<file path="src/rtl/ocr_pkg.sv">
// package: register map, field layout and carriers of the output clock routing block
package ocr_pkg;
   // --------------------------------------------------------------
   // register offsets and reset values
   // --------------------------------------------------------------
   localparam logic [3:0] ADDR_CHAN_CTL = 4'h3;
   localparam logic [3:0] ADDR_FMT_CTL = 4'h6;
   localparam logic [3:0] ADDR_OUT_CTL = 4'h7;
   localparam logic [15:0] RST_CHAN_CTL = 16'h1801;
   localparam logic [15:0] RST_FMT_CTL = 16'h0aa0;
   localparam logic [15:0] RST_OUT_CTL = 16'h6503;
   localparam logic [15:0] OUT_CTL_RSVD_MASK = 16'h7fff;
   // --------------------------------------------------------------
   // channel control fields
   // --------------------------------------------------------------
   localparam int CH1_SRC_POS = 8;
   localparam int CH1_COMB_POS = 7;
   localparam int SEC_IDLE_POS = 6;
   localparam int FIRST_IDLE_POS = 5;
   localparam int CH0_SRC_POS = 4;
   localparam int CH0_COMB_POS = 3;
   localparam int CH0_RATIO_LSB = 0;
   // --------------------------------------------------------------
   // divider / format control fields
   // --------------------------------------------------------------
   localparam int CH1_RATIO_LSB = 13;
   localparam int SEC_NUM_HI_LSB = 5;
   localparam int FIRST_RATE_LSB = 3;
   localparam int FIRST_FMT_LSB = 0;
   // --------------------------------------------------------------
   // output control fields
   // --------------------------------------------------------------
   localparam int AUX_FUNC_LSB = 13;
   localparam int AUX_DIV_LSB = 11;
   localparam int AUX_SRC_POS = 9;
   localparam int SEC_ON_POS = 8;
   localparam int SEC_ROUTE_POS = 7;
   localparam int SEC_RATE_LSB = 5;
   localparam int SEC_FMT_LSB = 2;
   localparam int FIRST_ON_POS = 1;
   localparam int OE_POL_POS = 0;
   // --------------------------------------------------------------
   // encodings
   // --------------------------------------------------------------
   localparam logic [2:0] FMT_CMOS_POS = 3'h4;
   localparam logic [2:0] FMT_CMOS_NEG = 3'h5;
   localparam logic [2:0] FMT_CMOS_ANTI = 3'h6;
   localparam logic [2:0] FMT_CMOS_SAME = 3'h7;
   localparam logic [1:0] AUX_GND = 2'h0;
   localparam logic [1:0] AUX_TRI = 2'h1;
   localparam logic [1:0] AUX_REFCLK = 2'h2;
   localparam logic [1:0] AUX_READY = 2'h3;

   // one pad: drive value and output enable (low while driving)
   typedef struct packed {
      logic drv;
      logic oeN;
   } ocr_pin_t;

   typedef struct packed {
      ocr_pin_t pos;
      ocr_pin_t neg;
   } ocr_pair_t;
endpackage : ocr_pkg

</file>
<file path="src/rtl/ocr_output_clock_routing.sv">
// module: output clock routing, format and enable control with its register file
`timescale 1ns/1ps

// Function
// - channel one ratio 0 off, else divide by 2,4,6,8,10,20,40
// - bits 12:5 hold second fractional numerator high byte, default 0x55
// - first output edge rate 0 fastest to 3 slowest, differential only
// - first output format selects HCSL, LVDS or single-ended variants
// - codes 4-7: positive only, negative only, antiphase, in phase
// - aux pin: ground, tri-state, reference clock, or clock ready
// - aux divider 0 off, else divide by 2, 4, 8
// - bit 9 picks fractional divider feeding aux reference clock
// - bit 8 enables second output, default one
// - bit 7 routes second output from channel zero or one
// - second output edge rate, fastest at 0, differential only
// - second output format uses same encoding as first
// - bit 1 enables first output, default one
// - bit 0 sets enable pin polarity only, default active low
// - configuration fields load defaults from fuse storage
// - disabled output pins grounded when idle bit 0, tri-stated when 1
// - combiner flag feeds driver from channel divider or edge combiner
// - channel one source pick selects first or second fractional divider
module ocr_output_clock_routing #(
   parameter int CNT_W = 5
) (
   input wire logic clk_sys,
   input wire logic sys_rst,
   input wire logic [3:0] regAddr,
   input wire logic regWrEn,
   input wire logic [15:0] regWrData,
   output logic [15:0] regRdData,
   input wire logic [15:0] fuseChanCtl,
   input wire logic [15:0] fuseFmtCtl,
   input wire logic [15:0] fuseOutCtl,
   input wire logic fracClkZero,
   input wire logic fracClkOne,
   input wire logic combinerClk,
   input wire logic outEnablePin,
   input wire logic clockReady,
   output ocr_pkg::ocr_pair_t firstClockOutput,
   output ocr_pkg::ocr_pair_t secondClockOutput,
   output ocr_pkg::ocr_pin_t auxPin,
   output logic [2:0] firstDrvFormat,
   output logic [2:0] secondDrvFormat,
   output logic [1:0] firstEdgeRate,
   output logic [1:0] secondEdgeRate
);
   // -----------------------------------------------------------------
   // decode functions
   // -----------------------------------------------------------------
   function automatic logic [CNT_W-1:0] ratioHalf(input logic [2:0] code);
      case (code)
         3'h6: ratioHalf = CNT_W'(10);
         3'h7: ratioHalf = CNT_W'(20);
         default: ratioHalf = CNT_W'(code);
      endcase
   endfunction : ratioHalf

   function automatic logic [CNT_W-1:0] auxHalf(input logic [1:0] code);
      case (code)
         2'h3: auxHalf = CNT_W'(4);
         default: auxHalf = CNT_W'(code);
      endcase
   endfunction : auxHalf

   function automatic ocr_pkg::ocr_pin_t idlePin(input logic tri3);
      idlePin.drv = 1'b0;
      idlePin.oeN = tri3;
   endfunction : idlePin

   function automatic ocr_pkg::ocr_pin_t drivePin(input logic v);
      drivePin.drv = v;
      drivePin.oeN = 1'b0;
   endfunction : drivePin

   // pin pair for one output from its enable, format, clock and idle choice
   function automatic ocr_pkg::ocr_pair_t pairOut(input logic on, input logic [2:0] fmt,
                                                  input logic ck, input logic idle);
      pairOut.pos = idlePin(idle);
      pairOut.neg = idlePin(idle);
      if (on) begin
         case (fmt)
            ocr_pkg::FMT_CMOS_POS: pairOut.pos = drivePin(ck);
            ocr_pkg::FMT_CMOS_NEG: pairOut.neg = drivePin(ck);
            ocr_pkg::FMT_CMOS_SAME: begin
               pairOut.pos = drivePin(ck);
               pairOut.neg = drivePin(ck);
            end
            default: begin
               pairOut.pos = drivePin(ck);
               pairOut.neg = drivePin(~ck);
            end
         endcase
      end
   endfunction : pairOut

   // -----------------------------------------------------------------
   // register file with fuse load
   // -----------------------------------------------------------------
   logic [15:0] chanCtl_reg;
   logic [15:0] fmtCtl_reg;
   logic [15:0] outCtl_reg;
   logic fuseLoaded_reg;
   wire logic wrChan = regWrEn && regAddr == ocr_pkg::ADDR_CHAN_CTL;
   wire logic wrFmt = regWrEn && regAddr == ocr_pkg::ADDR_FMT_CTL;
   wire logic wrOut = regWrEn && regAddr == ocr_pkg::ADDR_OUT_CTL;
   wire logic [15:0] rdMux = regAddr == ocr_pkg::ADDR_CHAN_CTL ? chanCtl_reg :
                             regAddr == ocr_pkg::ADDR_FMT_CTL ? fmtCtl_reg :
                             regAddr == ocr_pkg::ADDR_OUT_CTL ? outCtl_reg : 16'h0000;

   // fuse copy lands on the first edge after reset release; a write in
   // that same cycle is dropped so the stored defaults are never torn
   always_ff @(posedge clk_sys or posedge sys_rst) begin
      if (sys_rst) begin
         chanCtl_reg <= ocr_pkg::RST_CHAN_CTL;
         fmtCtl_reg <= ocr_pkg::RST_FMT_CTL;
         outCtl_reg <= ocr_pkg::RST_OUT_CTL;
         fuseLoaded_reg <= 1'b0;
      end else if (!fuseLoaded_reg) begin
         chanCtl_reg <= fuseChanCtl;
         fmtCtl_reg <= fuseFmtCtl;
         outCtl_reg <= fuseOutCtl & ocr_pkg::OUT_CTL_RSVD_MASK;
         fuseLoaded_reg <= 1'b1;
      end else begin
         if (wrChan) chanCtl_reg <= regWrData;
         if (wrFmt) fmtCtl_reg <= regWrData;
         if (wrOut) outCtl_reg <= regWrData & ocr_pkg::OUT_CTL_RSVD_MASK;
      end
   end

   always_ff @(posedge clk_sys or posedge sys_rst) begin
      if (sys_rst) regRdData <= 16'h0000;
      else regRdData <= rdMux;
   end

   // -----------------------------------------------------------------
   // pin synchronisers: 0 frac zero, 1 frac one, 2 combiner, 3 enable pin
   // -----------------------------------------------------------------
   logic [3:0] syncA_reg;
   logic [3:0] syncB_reg;
   logic [3:0] syncC_reg;
   logic [3:0] pinLvl_reg;
   wire logic [3:0] pinRaw = {outEnablePin, combinerClk, fracClkOne, fracClkZero};
   wire logic [3:0] agree = ~(syncB_reg ^ syncC_reg);
   wire logic [3:0] pinRise = agree & syncB_reg & ~pinLvl_reg;

   always_ff @(posedge clk_sys or posedge sys_rst) begin
      if (sys_rst) begin
         syncA_reg <= 4'h0;
         syncB_reg <= 4'h0;
         syncC_reg <= 4'h0;
         pinLvl_reg <= 4'h0;
      end else begin
         syncA_reg <= pinRaw;
         syncB_reg <= syncA_reg;
         syncC_reg <= syncB_reg;
         pinLvl_reg <= (agree & syncB_reg) | (~agree & pinLvl_reg);
      end
   end

   // -----------------------------------------------------------------
   // dividers: 0 channel zero, 1 channel one, 2 aux reference clock
   // -----------------------------------------------------------------
   wire logic [2:0] ch1Ratio = fmtCtl_reg[ocr_pkg::CH1_RATIO_LSB +: 3];
   wire logic [1:0] auxDiv = outCtl_reg[ocr_pkg::AUX_DIV_LSB +: 2];
   wire logic [CNT_W-1:0] divHalf [3];
   wire logic [2:0] divSrc;
   assign divHalf[0] = ratioHalf(chanCtl_reg[ocr_pkg::CH0_RATIO_LSB +: 3]);
   assign divHalf[1] = ratioHalf(ch1Ratio);
   assign divHalf[2] = auxHalf(auxDiv);
   assign divSrc[0] = chanCtl_reg[ocr_pkg::CH0_SRC_POS];
   assign divSrc[1] = chanCtl_reg[ocr_pkg::CH1_SRC_POS];
   assign divSrc[2] = outCtl_reg[ocr_pkg::AUX_SRC_POS];
   logic [2:0] divClk_reg;

   generate
      for (genvar i = 0; i < 3; i++) begin : g_div
         logic [CNT_W-1:0] cnt_reg;
         wire logic tick = divSrc[i] ? pinRise[1] : pinRise[0];
         // at-or-above, not equal: a ratio cut below the running count wraps at once
         wire logic wrap = cnt_reg >= divHalf[i] - CNT_W'(1);
         // a half period of N source edges gives divide by 2N
         always_ff @(posedge clk_sys or posedge sys_rst) begin
            if (sys_rst) begin
               cnt_reg <= '0;
               divClk_reg[i] <= 1'b0;
            end else if (divHalf[i] == '0) begin
               cnt_reg <= '0;
               divClk_reg[i] <= 1'b0;
            end else if (tick) begin
               cnt_reg <= wrap ? '0 : cnt_reg + CNT_W'(1);
               divClk_reg[i] <= wrap ? ~divClk_reg[i] : divClk_reg[i];
            end
         end
      end
   endgenerate

   // -----------------------------------------------------------------
   // routing, enables and pin drive
   // -----------------------------------------------------------------
   wire logic comb0 = chanCtl_reg[ocr_pkg::CH0_COMB_POS];
   wire logic comb1 = chanCtl_reg[ocr_pkg::CH1_COMB_POS];
   wire logic combLvl = pinLvl_reg[2];
   wire logic firstSrc = comb0 ? combLvl : divClk_reg[0];
   // the combiner flag of channel one overrides the route bit
   wire logic routeOne = outCtl_reg[ocr_pkg::SEC_ROUTE_POS];
   wire logic secondSrc = comb1 ? combLvl : routeOne ? divClk_reg[1] : firstSrc;
   wire logic oeActive = pinLvl_reg[3] ^ outCtl_reg[ocr_pkg::OE_POL_POS];
   wire logic firstOn = outCtl_reg[ocr_pkg::FIRST_ON_POS] && oeActive;
   wire logic secondOn = outCtl_reg[ocr_pkg::SEC_ON_POS] && oeActive;
   wire logic [2:0] firstFmt = fmtCtl_reg[ocr_pkg::FIRST_FMT_LSB +: 3];
   wire logic [2:0] secondFmt = outCtl_reg[ocr_pkg::SEC_FMT_LSB +: 3];
   wire logic [1:0] auxFunc = outCtl_reg[ocr_pkg::AUX_FUNC_LSB +: 2];
   wire logic firstIdle = chanCtl_reg[ocr_pkg::FIRST_IDLE_POS];
   wire logic secondIdle = chanCtl_reg[ocr_pkg::SEC_IDLE_POS];
   wire ocr_pkg::ocr_pair_t firstNext = pairOut(firstOn, firstFmt, firstSrc,
                                                firstIdle);
   wire ocr_pkg::ocr_pair_t secondNext = pairOut(secondOn, secondFmt, secondSrc,
                                                 secondIdle);
   wire ocr_pkg::ocr_pin_t auxNext = auxFunc == ocr_pkg::AUX_TRI ? idlePin(1'b1) :
                                     auxFunc == ocr_pkg::AUX_REFCLK ? drivePin(divClk_reg[2]) :
                                     auxFunc == ocr_pkg::AUX_READY ? drivePin(clockReady) :
                                     idlePin(1'b0);
   // edge rate only reaches the driver in differential formats
   wire logic [1:0] firstRateNext = firstFmt[2] ? 2'h0 : fmtCtl_reg[ocr_pkg::FIRST_RATE_LSB +: 2];
   wire logic [1:0] secondRateNext = secondFmt[2] ? 2'h0 : outCtl_reg[ocr_pkg::SEC_RATE_LSB +: 2];

   always_ff @(posedge clk_sys or posedge sys_rst) begin
      if (sys_rst) begin
         firstClockOutput <= '{pos: '{drv: 1'b0, oeN: 1'b1}, neg: '{drv: 1'b0, oeN: 1'b1}};
         secondClockOutput <= '{pos: '{drv: 1'b0, oeN: 1'b1}, neg: '{drv: 1'b0, oeN: 1'b1}};
         auxPin <= '{drv: 1'b0, oeN: 1'b1};
         firstDrvFormat <= 3'h0;
         secondDrvFormat <= 3'h0;
         firstEdgeRate <= 2'h0;
         secondEdgeRate <= 2'h0;
      end else begin
         firstClockOutput <= firstNext;
         secondClockOutput <= secondNext;
         auxPin <= auxNext;
         firstDrvFormat <= firstFmt;
         secondDrvFormat <= secondFmt;
         firstEdgeRate <= firstRateNext;
         secondEdgeRate <= secondRateNext;
      end
   end
endmodule : ocr_output_clock_routing

</file>
<file path="config.mk">
export PLATFORM = sky130hd
export DESIGN_NAME = ocr_output_clock_routing
export DESIGN_NICKNAME = d
export VERILOG_FILES = /design/src/rtl/ocr_pkg.sv /design/src/rtl/ocr_output_clock_routing.sv
export SDC_FILE = /design/constraint.sdc
export NUM_CORES = 1
export LEC_CHECK = 0
export ABC_AREA = 1
export BUFFER_PORTS_ARGS = -buffer_cell sky130_fd_sc_hd__buf_2
export CORE_MARGIN = 10
export CORE_UTILIZATION = 60
export CTS_CLUSTER_DIAMETER = 200
export DETAILED_ROUTE_END_ITERATION = 10
export GPL_TIMING_DRIVEN = 0
export PLACE_DENSITY = 0.87
export SKIP_CTS_REPAIR_TIMING = 1
export SYNTH_ARGS = -nofsm -noshare
export SYNTH_HDL_FRONTEND = slang
export SYNTH_SLANG_ARGS = --single-unit
</file>
<file path="constraint.sdc">
create_clock -name clk_sys -period 9 [get_ports clk_sys]
set_input_delay 0.9 -clock clk_sys [delete_from_list [all_inputs] [get_ports clk_sys]]
set_output_delay 0.9 -clock clk_sys [all_outputs]
set_load 0.01 [all_outputs]
</file>
==> results.py, run 1 <==
metrics = {
    "setup_path": {
        "timing.critical_path.buf_inv": 3,
        "required_ps": 9450,
        "crit_path_max_incr_delay_ps": 610,
        "reg2regPathDepth": 14,
        "critPathTopFamily": "simple AND/OR/NAND/NOR gates",
        "arrival_ps": 3040,
        "endpoint_kind": "flop",
        "worst-path-max-fanout": 7,
        "cp_num_cells": 14,
        "worst_path_max_delay_cell": "dfstp_2",
        "critical_path_class": "flop to flop",
        "cp_common_cell": "nand2_1",
        "path_cells": "inv_1 > o21ai_0 > ha_1 > nand2_1 > o31ai_1 > inv_1 > ha_1 > nand2_1 > inv_1 > nand2_1 > nand3_1 > nor2_1 > nand4_1 > nand2_1",
        "cp-start-kind": "flop",
    },
    "clock_tree": {
        "cts_buffers": 17,
        "cts-root-buf": "clkbuf_8",
        "htreeDepth": 4,
        "clkTransAtPathRegs_ps": 60,
        "cts_max_path_buffers": 2,
        "cts_sinks": 118,
        "clkLatencyLatePin_ps": 530,
        "cts_tree": "done",
    },
    "detailed_routing": {
        "drt_iter0_drc": 452,
        "ant_nets": 0,
        "num_vias": 5215,
        "drt-pass1-iter-count": 5,
        "drc_errors": 0,
        "viasPerCell": 5.681,
        "routedWlPerCell_um": 18.50,
        "routed_wl_um": 16980,
    },
    "placed_design": {
        "io_buffers": 110,
        "gp_congestion": 0.8921,
        "hpwl_um": 11980,
        "place_area_mm2": 0.006530,
        "dp.cells": 886,
    },
    "logic_synthesis": {
        "synth_area_mm2": 0.005788,
        "ys_seq_area_share_pct": 51.41,
        "ys_types": 41,
        "syn_avg_cell_area_um2": 8.960,
        "yosys.cell_count.top_type": "nand2_1",
        "async_flop_share_pct": 100.0,
        "syn_nets": 748,
        "synth_seq_cells": 118,
        "yosys.area.top_type_share_pct": 43.23,
        "synth_area_leaders": "dfrtp_1 (43%), nand2_1 (9.9%), dfstp_2 (8.2%)",
        "yosys.area.top_type": "dfrtp_1",
        "synth_edf_count": 0,
        "yosysWarningCount": 0,
        "yosys-top-cells-count": "nand2_1 (152), dfrtp_1 (100), inv_1 (90)",
        "synthCells": 646,
        "ys.flop_type": "dfrtp_1",
    },
    "sta": {
        "setup_viol": 0,
        "slew-limit-headroom_pct": 48.07,
        "fin_crit_ps": 2594,
        "setup_tns_ps": 0,
        "worst_pin_slew_ps": 779.0,
        "min_period_over_period_pct": 28.82,
        "rsz0062_at_grt": "no",
        "hold_violations": 0,
        "slew_violations": 0,
        "max_freq_mhz": 385.6,
        "clock-skew-final_ps": 13.53,
    },
    "grt": {
        "antenna_found_initial": 0,
        "grt_pass1_wl_um": 27540,
        "grt-ovfl-total": 0,
        "grt_start_max_net_pins": 70,
        "first_global_vias": 5463,
        "grt_use_total_pct": 24.28,
    },
    "power_and_ir_drop": {
        "peakVddDrop_uv": 122.2,
        "p_leak_nw": 3.770,
        "power_density_mw_per_mm2": 242.6,
    },
    "worst_hold_path": {
        "whs_path_depth": 0,
        "min_path_type": "flop to flop",
    },
    "layout": {
        "final_net_count": 878,
        "syn2layout_area_growth_pct": 23.43,
        "nFillCells": 627,
        "antennaDiodeCount": 0,
        "multi_input_area_mm2": 0.002345,
        "post-route-util_pct": 76.59,
        "postLayoutCellArea_mm2": 0.007144,
        "final_cells": 918,
        "register_area_mm2": 0.002975,
        "layout-drive-gt1-share_pct": 26.11,
    },
    "flow_run": {
        "drv_cap": 0,
    },
    "floorplan": {
        "die_h_um": 118.2,
        "fp.dieW_um": 118.2,
        "rows": 35,
        "pin_count": 112,
        "start_util_pct": 62.05,
        "core_area_mm2": 0.009328,
        "die_area_mm2": 0.01397,
    },
    "outcome": {
        "status": "finished, final reports clean",
    },
}
[where the power goes]
| group | switching (mW) | leakage (nW) | internal (mW) |
|---|---|---|---|
| Combinational | 0.232 | 2.04 | 0.135 |
| Sequential | 0.0528 | 1.44 | 0.607 |
| Clock | 0.248 | 0.291 | 0.457 |
[routing by layer]
layer / track usage, % / up-vias / share of wire (%)
li1: - / 2376 / -
met1: 29.26 / 2488 / 39
met2: 39.99 / 301 / 49
met3: 7.044 / 50 / 8.7
met4: 9.892 / 0 / 3.3
met5: 0 / - / 0
[path summary, 6_finish.rpt]
path	startpoint	end	slack [ps]
min in group asynchronous	sys_rst	regRdData[8]$_DFF_PP0_	470
min	syncA_reg[1]$_DFF_PP0_	syncB_reg[1]$_DFF_PP0_	350
max reg2reg	chanCtl_reg[0]$_DFFE_PP1P_	g_div[0].cnt_reg[4]$_DFFE_PP0P_	6410
min reg2reg	syncA_reg[1]$_DFF_PP0_	syncB_reg[1]$_DFF_PP0_	350
max in group asynchronous	sys_rst	chanCtl_reg[11]$_DFFE_PP1P_	7730
max	chanCtl_reg[0]$_DFFE_PP1P_	g_div[0].cnt_reg[4]$_DFFE_PP0P_	6410
[logic make-up after synthesis]
family	count (synthesis)	synth area share (%)
AND/OR/NAND/NOR	256	19.39
other	1	0.06479
flip-flops	118	51.41
XOR/XNOR	8	1.211
AO/OA/AOI/OAI	125	13.68
multiplexers	1	0.1945
adder cells (fa/ha/maj)	28	5.966
buffers and inverters	109	8.085
[metrics by stage]
stage	hold WS [ps]	setup slack, ps	total power [mW]
global route	356.5	6254	1.817
detailed placement	337.1	6476	1.019
global placement	333.1	3892	0.9983
finish	346.7	6406	1.733
floorplan	331.2	5001	0.9035
CTS	348.3	6449	1.726
[area by class of cell]
cell class	instances	share of cell area [%]
Sequential cell	118	41.65
Multi-Input combinational cell	419	32.82
Timing Repair Buffer	111	8.091
Clock buffer	20	6.095
Inverter	94	5.009
Clock inverter	12	2.504
Tap cell	129	2.259
Buffer	15	1.576
[worst register-to-register path, stage by stage (launching register included)]
cell     delay, ps
dfstp_2        610
inv_1           70
o21ai_0        190
ha_1           220
nand2_1        180
o31ai_1        110
inv_1           80
ha_1           330
nand2_1        100
inv_1           70
nand2_1         70
nand3_1         80
nor2_1         190
nand4_1        130
nand2_1         90
[cells in the final DEF (no fill, tap or decap), drive strengths merged]
master	n
nand4	10
bufinv	4
dfstp	18
ha	26
o22ai	1
clkinvlp	3
a211oi	1
nor3	4
a21oi	35
clkinv	5
nor3b	1
o211ai	11
clkbuf	24
o221ai	10
inv	94
nor2	55
a31oi	11
a22oi	7
xor2	6
o21ai	48
nand2	160
mux2	1
dfrtp	100
nand3b	1
xnor2	2
buf	122
conb	1
maj3	2
or2	1
nand3	24
o31ai	1
(Power assumes the default switching activity.)
==> run 2: changes to the inputs <==
Settings changed: ABC_AREA 1 to 0, CORE_UTILIZATION 60 to 55, PLACE_DENSITY 0.87 to 0.81.
Clock period 9 ns to 2.7 ns, I/O delays scaled along.
==> run 2 against run 1 <==
Against the previous run:
- die area increased by 5.8%
- flip-flop and latch count is the same
- register-to-register slack worse by 6200 ps
- hold slack got worse by 350 ps
- fmax rose by 4.3%
- wire length shrank 5.9%
- critical path type unchanged
- highest routed layer unchanged
==> results.py, run 2 <==
metrics = {
    "floorplan": {
        "fp.dieW_um": 121.6,
        "die_h_um": 121.6,
        "start_util_pct": 55.74,
        "pin_count": 112,
        "rows": 37,
        "core_area_mm2": 0.01018,
        "die_area_mm2": 0.01479,
    },
    "logic_synthesis": {
        "ys_types": 54,
        "syn_avg_cell_area_um2": 10.21,
        "synth_area_mm2": 0.005677,
        "yosys.cell_count.top_type": "dfrtp_1",
        "yosysWarningCount": 0,
        "synthCells": 556,
        "synth_area_leaders": "dfrtp_1 (44%), mux2i_1 (8.6%), dfstp_2 (8.3%)",
        "ys.flop_type": "dfrtp_1",
        "yosys.area.top_type": "dfrtp_1",
        "ys_seq_area_share_pct": 52.41,
        "yosys-top-cells-count": "dfrtp_1 (100), a21oi_1 (77), nor2_1 (69)",
        "async_flop_share_pct": 100.0,
        "syn_nets": 658,
        "synth_edf_count": 0,
        "synth_seq_cells": 118,
        "yosys.area.top_type_share_pct": 44.08,
    },
    "placed_design": {
        "place_area_mm2": 0.006461,
        "io_buffers": 110,
        "gp_congestion": 0.8991,
        "hpwl_um": 11310,
    },
    "detailed_routing": {
        "drt-pass1-iter-count": 5,
        "ant_nets": 0,
        "num_vias": 4858,
        "routedWlPerCell_um": 18.46,
        "drc_errors": 0,
        "routed_wl_um": 15980,
        "drt_iter0_drc": 414,
        "viasPerCell": 5.610,
    },
    "grt": {
        "first_global_vias": 5020,
        "grt_start_max_net_pins": 39,
        "grt-ovfl-total": 0,
        "antenna_found_initial": 0,
        "grt_pass1_wl_um": 24750,
        "grt_use_total_pct": 21.47,
    },
    "setup_path": {
        "required_ps": 3140,
        "worst-path-max-fanout": 8,
        "cp-start-kind": "flop",
        "critical_path_class": "flop to flop",
        "endpoint_kind": "flop",
        "arrival_ps": 2930,
    },
    "sta": {
        "hold_violations": 0,
        "rsz0062_at_grt": "no",
        "slew_violations": 0,
        "clock-skew-final_ps": 7.318,
        "setup_tns_ps": 0,
        "setup_viol": 0,
        "min_period_over_period_pct": 92.10,
        "worst_pin_slew_ps": 663.7,
        "fin_crit_ps": 2487,
        "slew-limit-headroom_pct": 55.75,
        "max_freq_mhz": 402.1,
    },
    "clock_tree": {
        "cts_buffers": 17,
        "htreeDepth": 4,
        "cts_max_path_buffers": 2,
        "clkLatencyLatePin_ps": 530,
        "clkTransAtPathRegs_ps": 60,
        "cts-root-buf": "clkbuf_8",
        "cts_sinks": 118,
        "cts_tree": "done",
    },
    "layout": {
        "final_common_cell": "buf_2",
        "final_net_count": 820,
        "nFillCells": 737,
        "layout-drive-gt1-share_pct": 25.62,
        "final_cell_mix": "buf_2 (113), dfrtp_1 (99), a21oi_1 (77)",
        "syn2layout_area_growth_pct": 29.49,
        "multi_input_area_mm2": 0.002520,
        "postLayoutCellArea_mm2": 0.007351,
        "antennaDiodeCount": 0,
        "register_area_mm2": 0.002977,
    },
    "worst_hold_path": {
        "min_path_type": "primary input to flop",
    },
    "power_and_ir_drop": {
        "power_density_mw_per_mm2": 770.6,
        "peakVddDrop_uv": 517.3,
        "p_leak_nw": 3.591,
    },
    "outcome": {
        "status": "finished, final reports clean",
    },
    "flow_run": {
        "drv_cap": 0,
    },
}
-- run 2: critical path, stage by stage (launching register included) --
cell	delay [ps]
dfrtp_2	440
inv_1	60
ha_1	230
nor2_1	100
o21ai_0	80
nand2_1	70
a21oi_1	70
ha_1	310
a21oi_1	140
o21ai_0	160
o41ai_2	330
buf_4	180
nand2_1	50
o21ai_0	170
-- run 2: logic make-up after synthesis --
logic type / count (synthesis) / share of synthesized area (%)
muxes: 52 / 9.235
adders and majority gates: 28 / 6.083
buffers and inverters: 41 / 3.504
AOI/OAI and AO/OA: 139 / 13.75
xor gates and xnor gates: 2 / 0.3086
other: 1 / 0.06606
and+or+nand+nor: 175 / 14.64
DFF: 118 / 52.41
-- run 2: power by group --
part,switching (mW),internal [mW]
Sequential,0.232,2.04
Combinational,0.652,0.538
Clock,0.784,1.42
Total,1.67,4.00
-- run 2: path summary, 6_finish.rpt --
path / cells after the start / end / slack (ps) / start
worst min register to register: 0 / syncB_reg[2]$_DFF_PP0_ / 350 / syncA_reg[2]$_DFF_PP0_
min in group asynchronous: 3 / g_div[2].cnt_reg[3]$_DFFE_PP0P_ / 290 / sys_rst
worst max register to register: 13 / g_div[1].cnt_reg[1]$_DFFE_PP0P_ / 210 / fmtCtl_reg[13]$_DFFE_PP0P_
worst max-delay path: 13 / g_div[1].cnt_reg[1]$_DFFE_PP0P_ / 210 / fmtCtl_reg[13]$_DFFE_PP0P_
max in group asynchronous: 5 / firstClockOutput[0]$_DFF_PP1_ / 1620 / sys_rst
worst min-delay path: 3 / fmtCtl_reg[14]$_DFFE_PP0P_ / 0.3 / fuseFmtCtl[14]
-- run 2: metal layers --
metal / vias up / share of wire [%] / GRT usage (%)
met1: 2365 / 39 / 24.10
met3: 33 / 7.6 / 7.216
met5: - / 0 / 0
li1: 2263 / - / -
met2: 197 / 51 / 36.43
met4: 0 / 2.8 / 9.538
-- run 2: through the flow --
step                      util [%]  setup WS, ps  instances  power, mW  hold slack, ps
after floorplan                  -         416.8        556      3.000           301.4
after global placement       62.85         113.4        802      3.296           335.8
after detailed placement     63.44        -114.4        805      3.397           265.7
after CTS                    69.07        -132.4        836      5.593          -298.3
after global routing         72.17         3.315        866      5.963          0.4703
final                        72.17         213.2        866      5.664          0.2516
-- run 2: final cells by class --
class,instances,share of cell area (%)
Buffer,21,1.685
Tap cell,136,2.315
Clock inverter,9,1.770
Clock buffer,22,6.026
Inverter,20,1.072
Multi-Input combinational cell,397,34.28
Timing Repair Buffer,143,12.36
Sequential cell,118,40.49
==> run 3: changes to the inputs <==
Settings changed: CAP_MARGIN set to 20, CELL_PAD_IN_SITES_DETAIL_PLACEMENT set to 1, CELL_PAD_IN_SITES_GLOBAL_PLACEMENT set to 1, CORE_UTILIZATION 55 to 43.
==> run 3 against run 2 <==
Against the previous run:
- combinational power grew 8%
- wire length rose by 15%
- critical path depth unchanged
- clock skew is 2.4 ps higher
- total power up 3.0%
- critical endpoint is now g_div[1].cnt_reg[0]$_DFFE_PP0P_
- largest cell class unchanged
==> results.py, run 3 (synthesized netlist as in run 2, its figures left out) <==
metrics = {
    "outcome": {
        "status": "finished, final reports clean",
    },
    "setup_path": {
        "critical_path_class": "flop to flop",
        "cp-start-kind": "flop",
        "worst_path_max_delay_cell": "dfrtp_2",
        "crit_path_max_incr_delay_ps": 450,
        "required_ps": 3050,
        "arrival_ps": 2930,
        "endpoint_kind": "flop",
        "critPathTopFamily": "compound AO/OA/AOI/OAI gates",
        "worst-path-max-fanout": 8,
        "timing.critical_path.buf_inv": 3,
        "path_cells": "inv_1 > ha_1 > nor2_1 > o21ai_0 > nand2_1 > a21oi_1 > ha_1 > a21oi_1 > o21ai_1 > o41ai_2 > buf_4 > buf_4 > a22o_1",
    },
    "sta": {
        "setup_viol": 0,
        "hold_violations": 0,
        "slew_violations": 0,
        "whs_ps": 9.434,
        "min_period_over_period_pct": 95.27,
        "max_freq_mhz": 388.7,
        "finalWorstSetupSlack_ps": 127.6,
        "fin_crit_ps": 2572,
        "setup_tns_ps": 0,
        "worst_pin_slew_ps": 828.7,
        "slew-limit-headroom_pct": 44.63,
        "clock-skew-final_ps": 9.750,
    },
    "power_and_ir_drop": {
        "power_density_mw_per_mm2": 812.9,
        "power_switching_mw": 1.857,
        "intPower_mw": 3.975,
        "p_seq_share_pct": 39.2,
        "pwr-share-clk_pct": 38.7,
        "swShare_pct": 31.84,
        "p_leak_nw": 3.506,
        "comb_power_share_pct": 22.1,
        "peakVddDrop_uv": 366.5,
    },
    "clock_tree": {
        "cts-root-buf": "clkbuf_16",
        "clkTransAtPathRegs_ps": 50,
        "htreeDepth": 4,
        "cts_tree": "done",
        "cts_buffers": 17,
        "clkLatencyLatePin_ps": 420,
        "cts_max_path_buffers": 2,
        "cts_sinks": 118,
    },
    "layout": {
        "layout-drive-gt1-share_pct": 28.05,
        "syn2layout_area_growth_pct": 26.38,
        "nFillCells": 1451,
        "multi_input_area_mm2": 0.002541,
        "post-route-util_pct": 56.17,
        "final_common_cell": "buf_2",
        "antennaDiodeCount": 0,
        "register_area_mm2": 0.002978,
        "postLayoutCellArea_mm2": 0.007174,
        "final_net_count": 795,
        "final_cell_mix": "buf_2 (112), dfrtp_1 (98), a21oi_1 (77)",
    },
    "floorplan": {
        "core_area_mm2": 0.01277,
        "die_h_um": 134.9,
        "die_area_mm2": 0.01820,
        "fp.dieW_um": 134.9,
        "pin_count": 112,
        "rows": 41,
        "start_util_pct": 44.44,
    },
    "grt": {
        "antenna_found_initial": 0,
        "grt_pass1_wl_um": 29440,
        "first_global_vias": 5498,
        "grt_start_max_net_pins": 44,
        "grt-ovfl-total": 0,
        "grt_use_total_pct": 20.45,
    },
    "detailed_routing": {
        "viasPerCell": 5.415,
        "routedWlPerCell_um": 20.89,
        "drt-pass1-iter-count": 4,
        "drc_errors": 0,
        "drt_iter0_drc": 332,
        "routed_wl_um": 18340,
        "ant_nets": 0,
        "num_vias": 4754,
    },
    "worst_hold_path": {
        "min_path_type": "primary input to async pin",
    },
    "flow_run": {
        "drv_cap": 0,
    },
    "placed_design": {
        "post-place-ws_ps": -138.4,
        "io_buffers": 110,
        "place_area_mm2": 0.006486,
        "hpwl_um": 13170,
        "gp_congestion": 0.8367,
    },
}
==> run 3: cell count changes in the layout (fill, tap and decap cells not counted), moves of 2 or more <==
cell and change:
dlygate4sd3_1 -25, clkbuf_1 -4, clkinv_4 +3, inv_6 +3, o21ai_0 -2, o21ai_1 +2
==> run 3: worst reg2reg max path, delay by kind of cell, from the launching register on <==
kind | cells | cell delay (ps)
adders and majority gates | 2 | 560
and+or+nand+nor | 2 | 200
buffers and inverters | 3 | 360
AOI/OAI and AO/OA | 6 | 930
DFF | 1 | 450
==> run 3: final cells by class <==
cell class	count	area share [%]
Sequential cell	118	41.51
Multi-Input combinational cell	397	35.42
Timing Repair Buffer	118	8.999
Clock buffer	18	6.121
Tap cell	172	3.000
Clock inverter	14	2.093
Buffer	21	1.761
Inverter	20	1.099
==> run 3: path summary, 6_finish.rpt <==
| path | startpoint | endpoint | slack, ps | cells after the start |
|---|---|---|---|---|
| max reg2reg | fmtCtl_reg[13]$_DFFE_PP0P_ | g_div[1].cnt_reg[0]$_DFFE_PP0P_ | 130 | 13 |
| max | fmtCtl_reg[13]$_DFFE_PP0P_ | g_div[1].cnt_reg[0]$_DFFE_PP0P_ | 130 | 13 |
| min reg2reg | syncA_reg[0]$_DFF_PP0_ | syncB_reg[0]$_DFF_PP0_ | 350 | 0 |
| max in group asynchronous | sys_rst | secondClockOutput[0]$_DFF_PP1_ | 1950 | 3 |
| min | sys_rst | g_div[1].cnt_reg[2]$_DFFE_PP0P_ | 9 | 2 |
| min in group clk_sys | fuseOutCtl[10] | outCtl_reg[10]$_DFFE_PP1P_ | 70 | 3 |
==> run 3: routing by layer <==
| layer | global-route usage [%] | up-vias | wire (µm) |
|---|---|---|---|
| met2 | 35.93 | 126 | 9450 |
| met5 | 0 | - | 0 |
| li1 | - | 2209 | - |
| met1 | 23.90 | 2392 | 7601 |
| met4 | 6.953 | 0 | 369 |
| met3 | 4.674 | 27 | 920 |
==> run 3: through the flow <==
| step | instances | power (mW) |
|---|---|---|
| after floorplan | 556 | 3.000 |
| after global placement | 838 | 3.326 |
| after detailed placement | 840 | 3.461 |
| after CTS | 872 | 5.754 |
| after global routing | 878 | 6.112 |
| final | 878 | 5.832 |
==> run 3: power groups by stage <==
stage          combinational (mW)  sequential, mW  clock [mW]
2_1_floorplan               0.746            2.25           0
3_3_place_gp                 1.04            2.28           0
3_5_place_dp                 1.16            2.30           0
4_1_cts                      1.20            2.28        2.28
5_1_grt                      1.43            2.32        2.35
6_report                     1.29            2.29        2.26
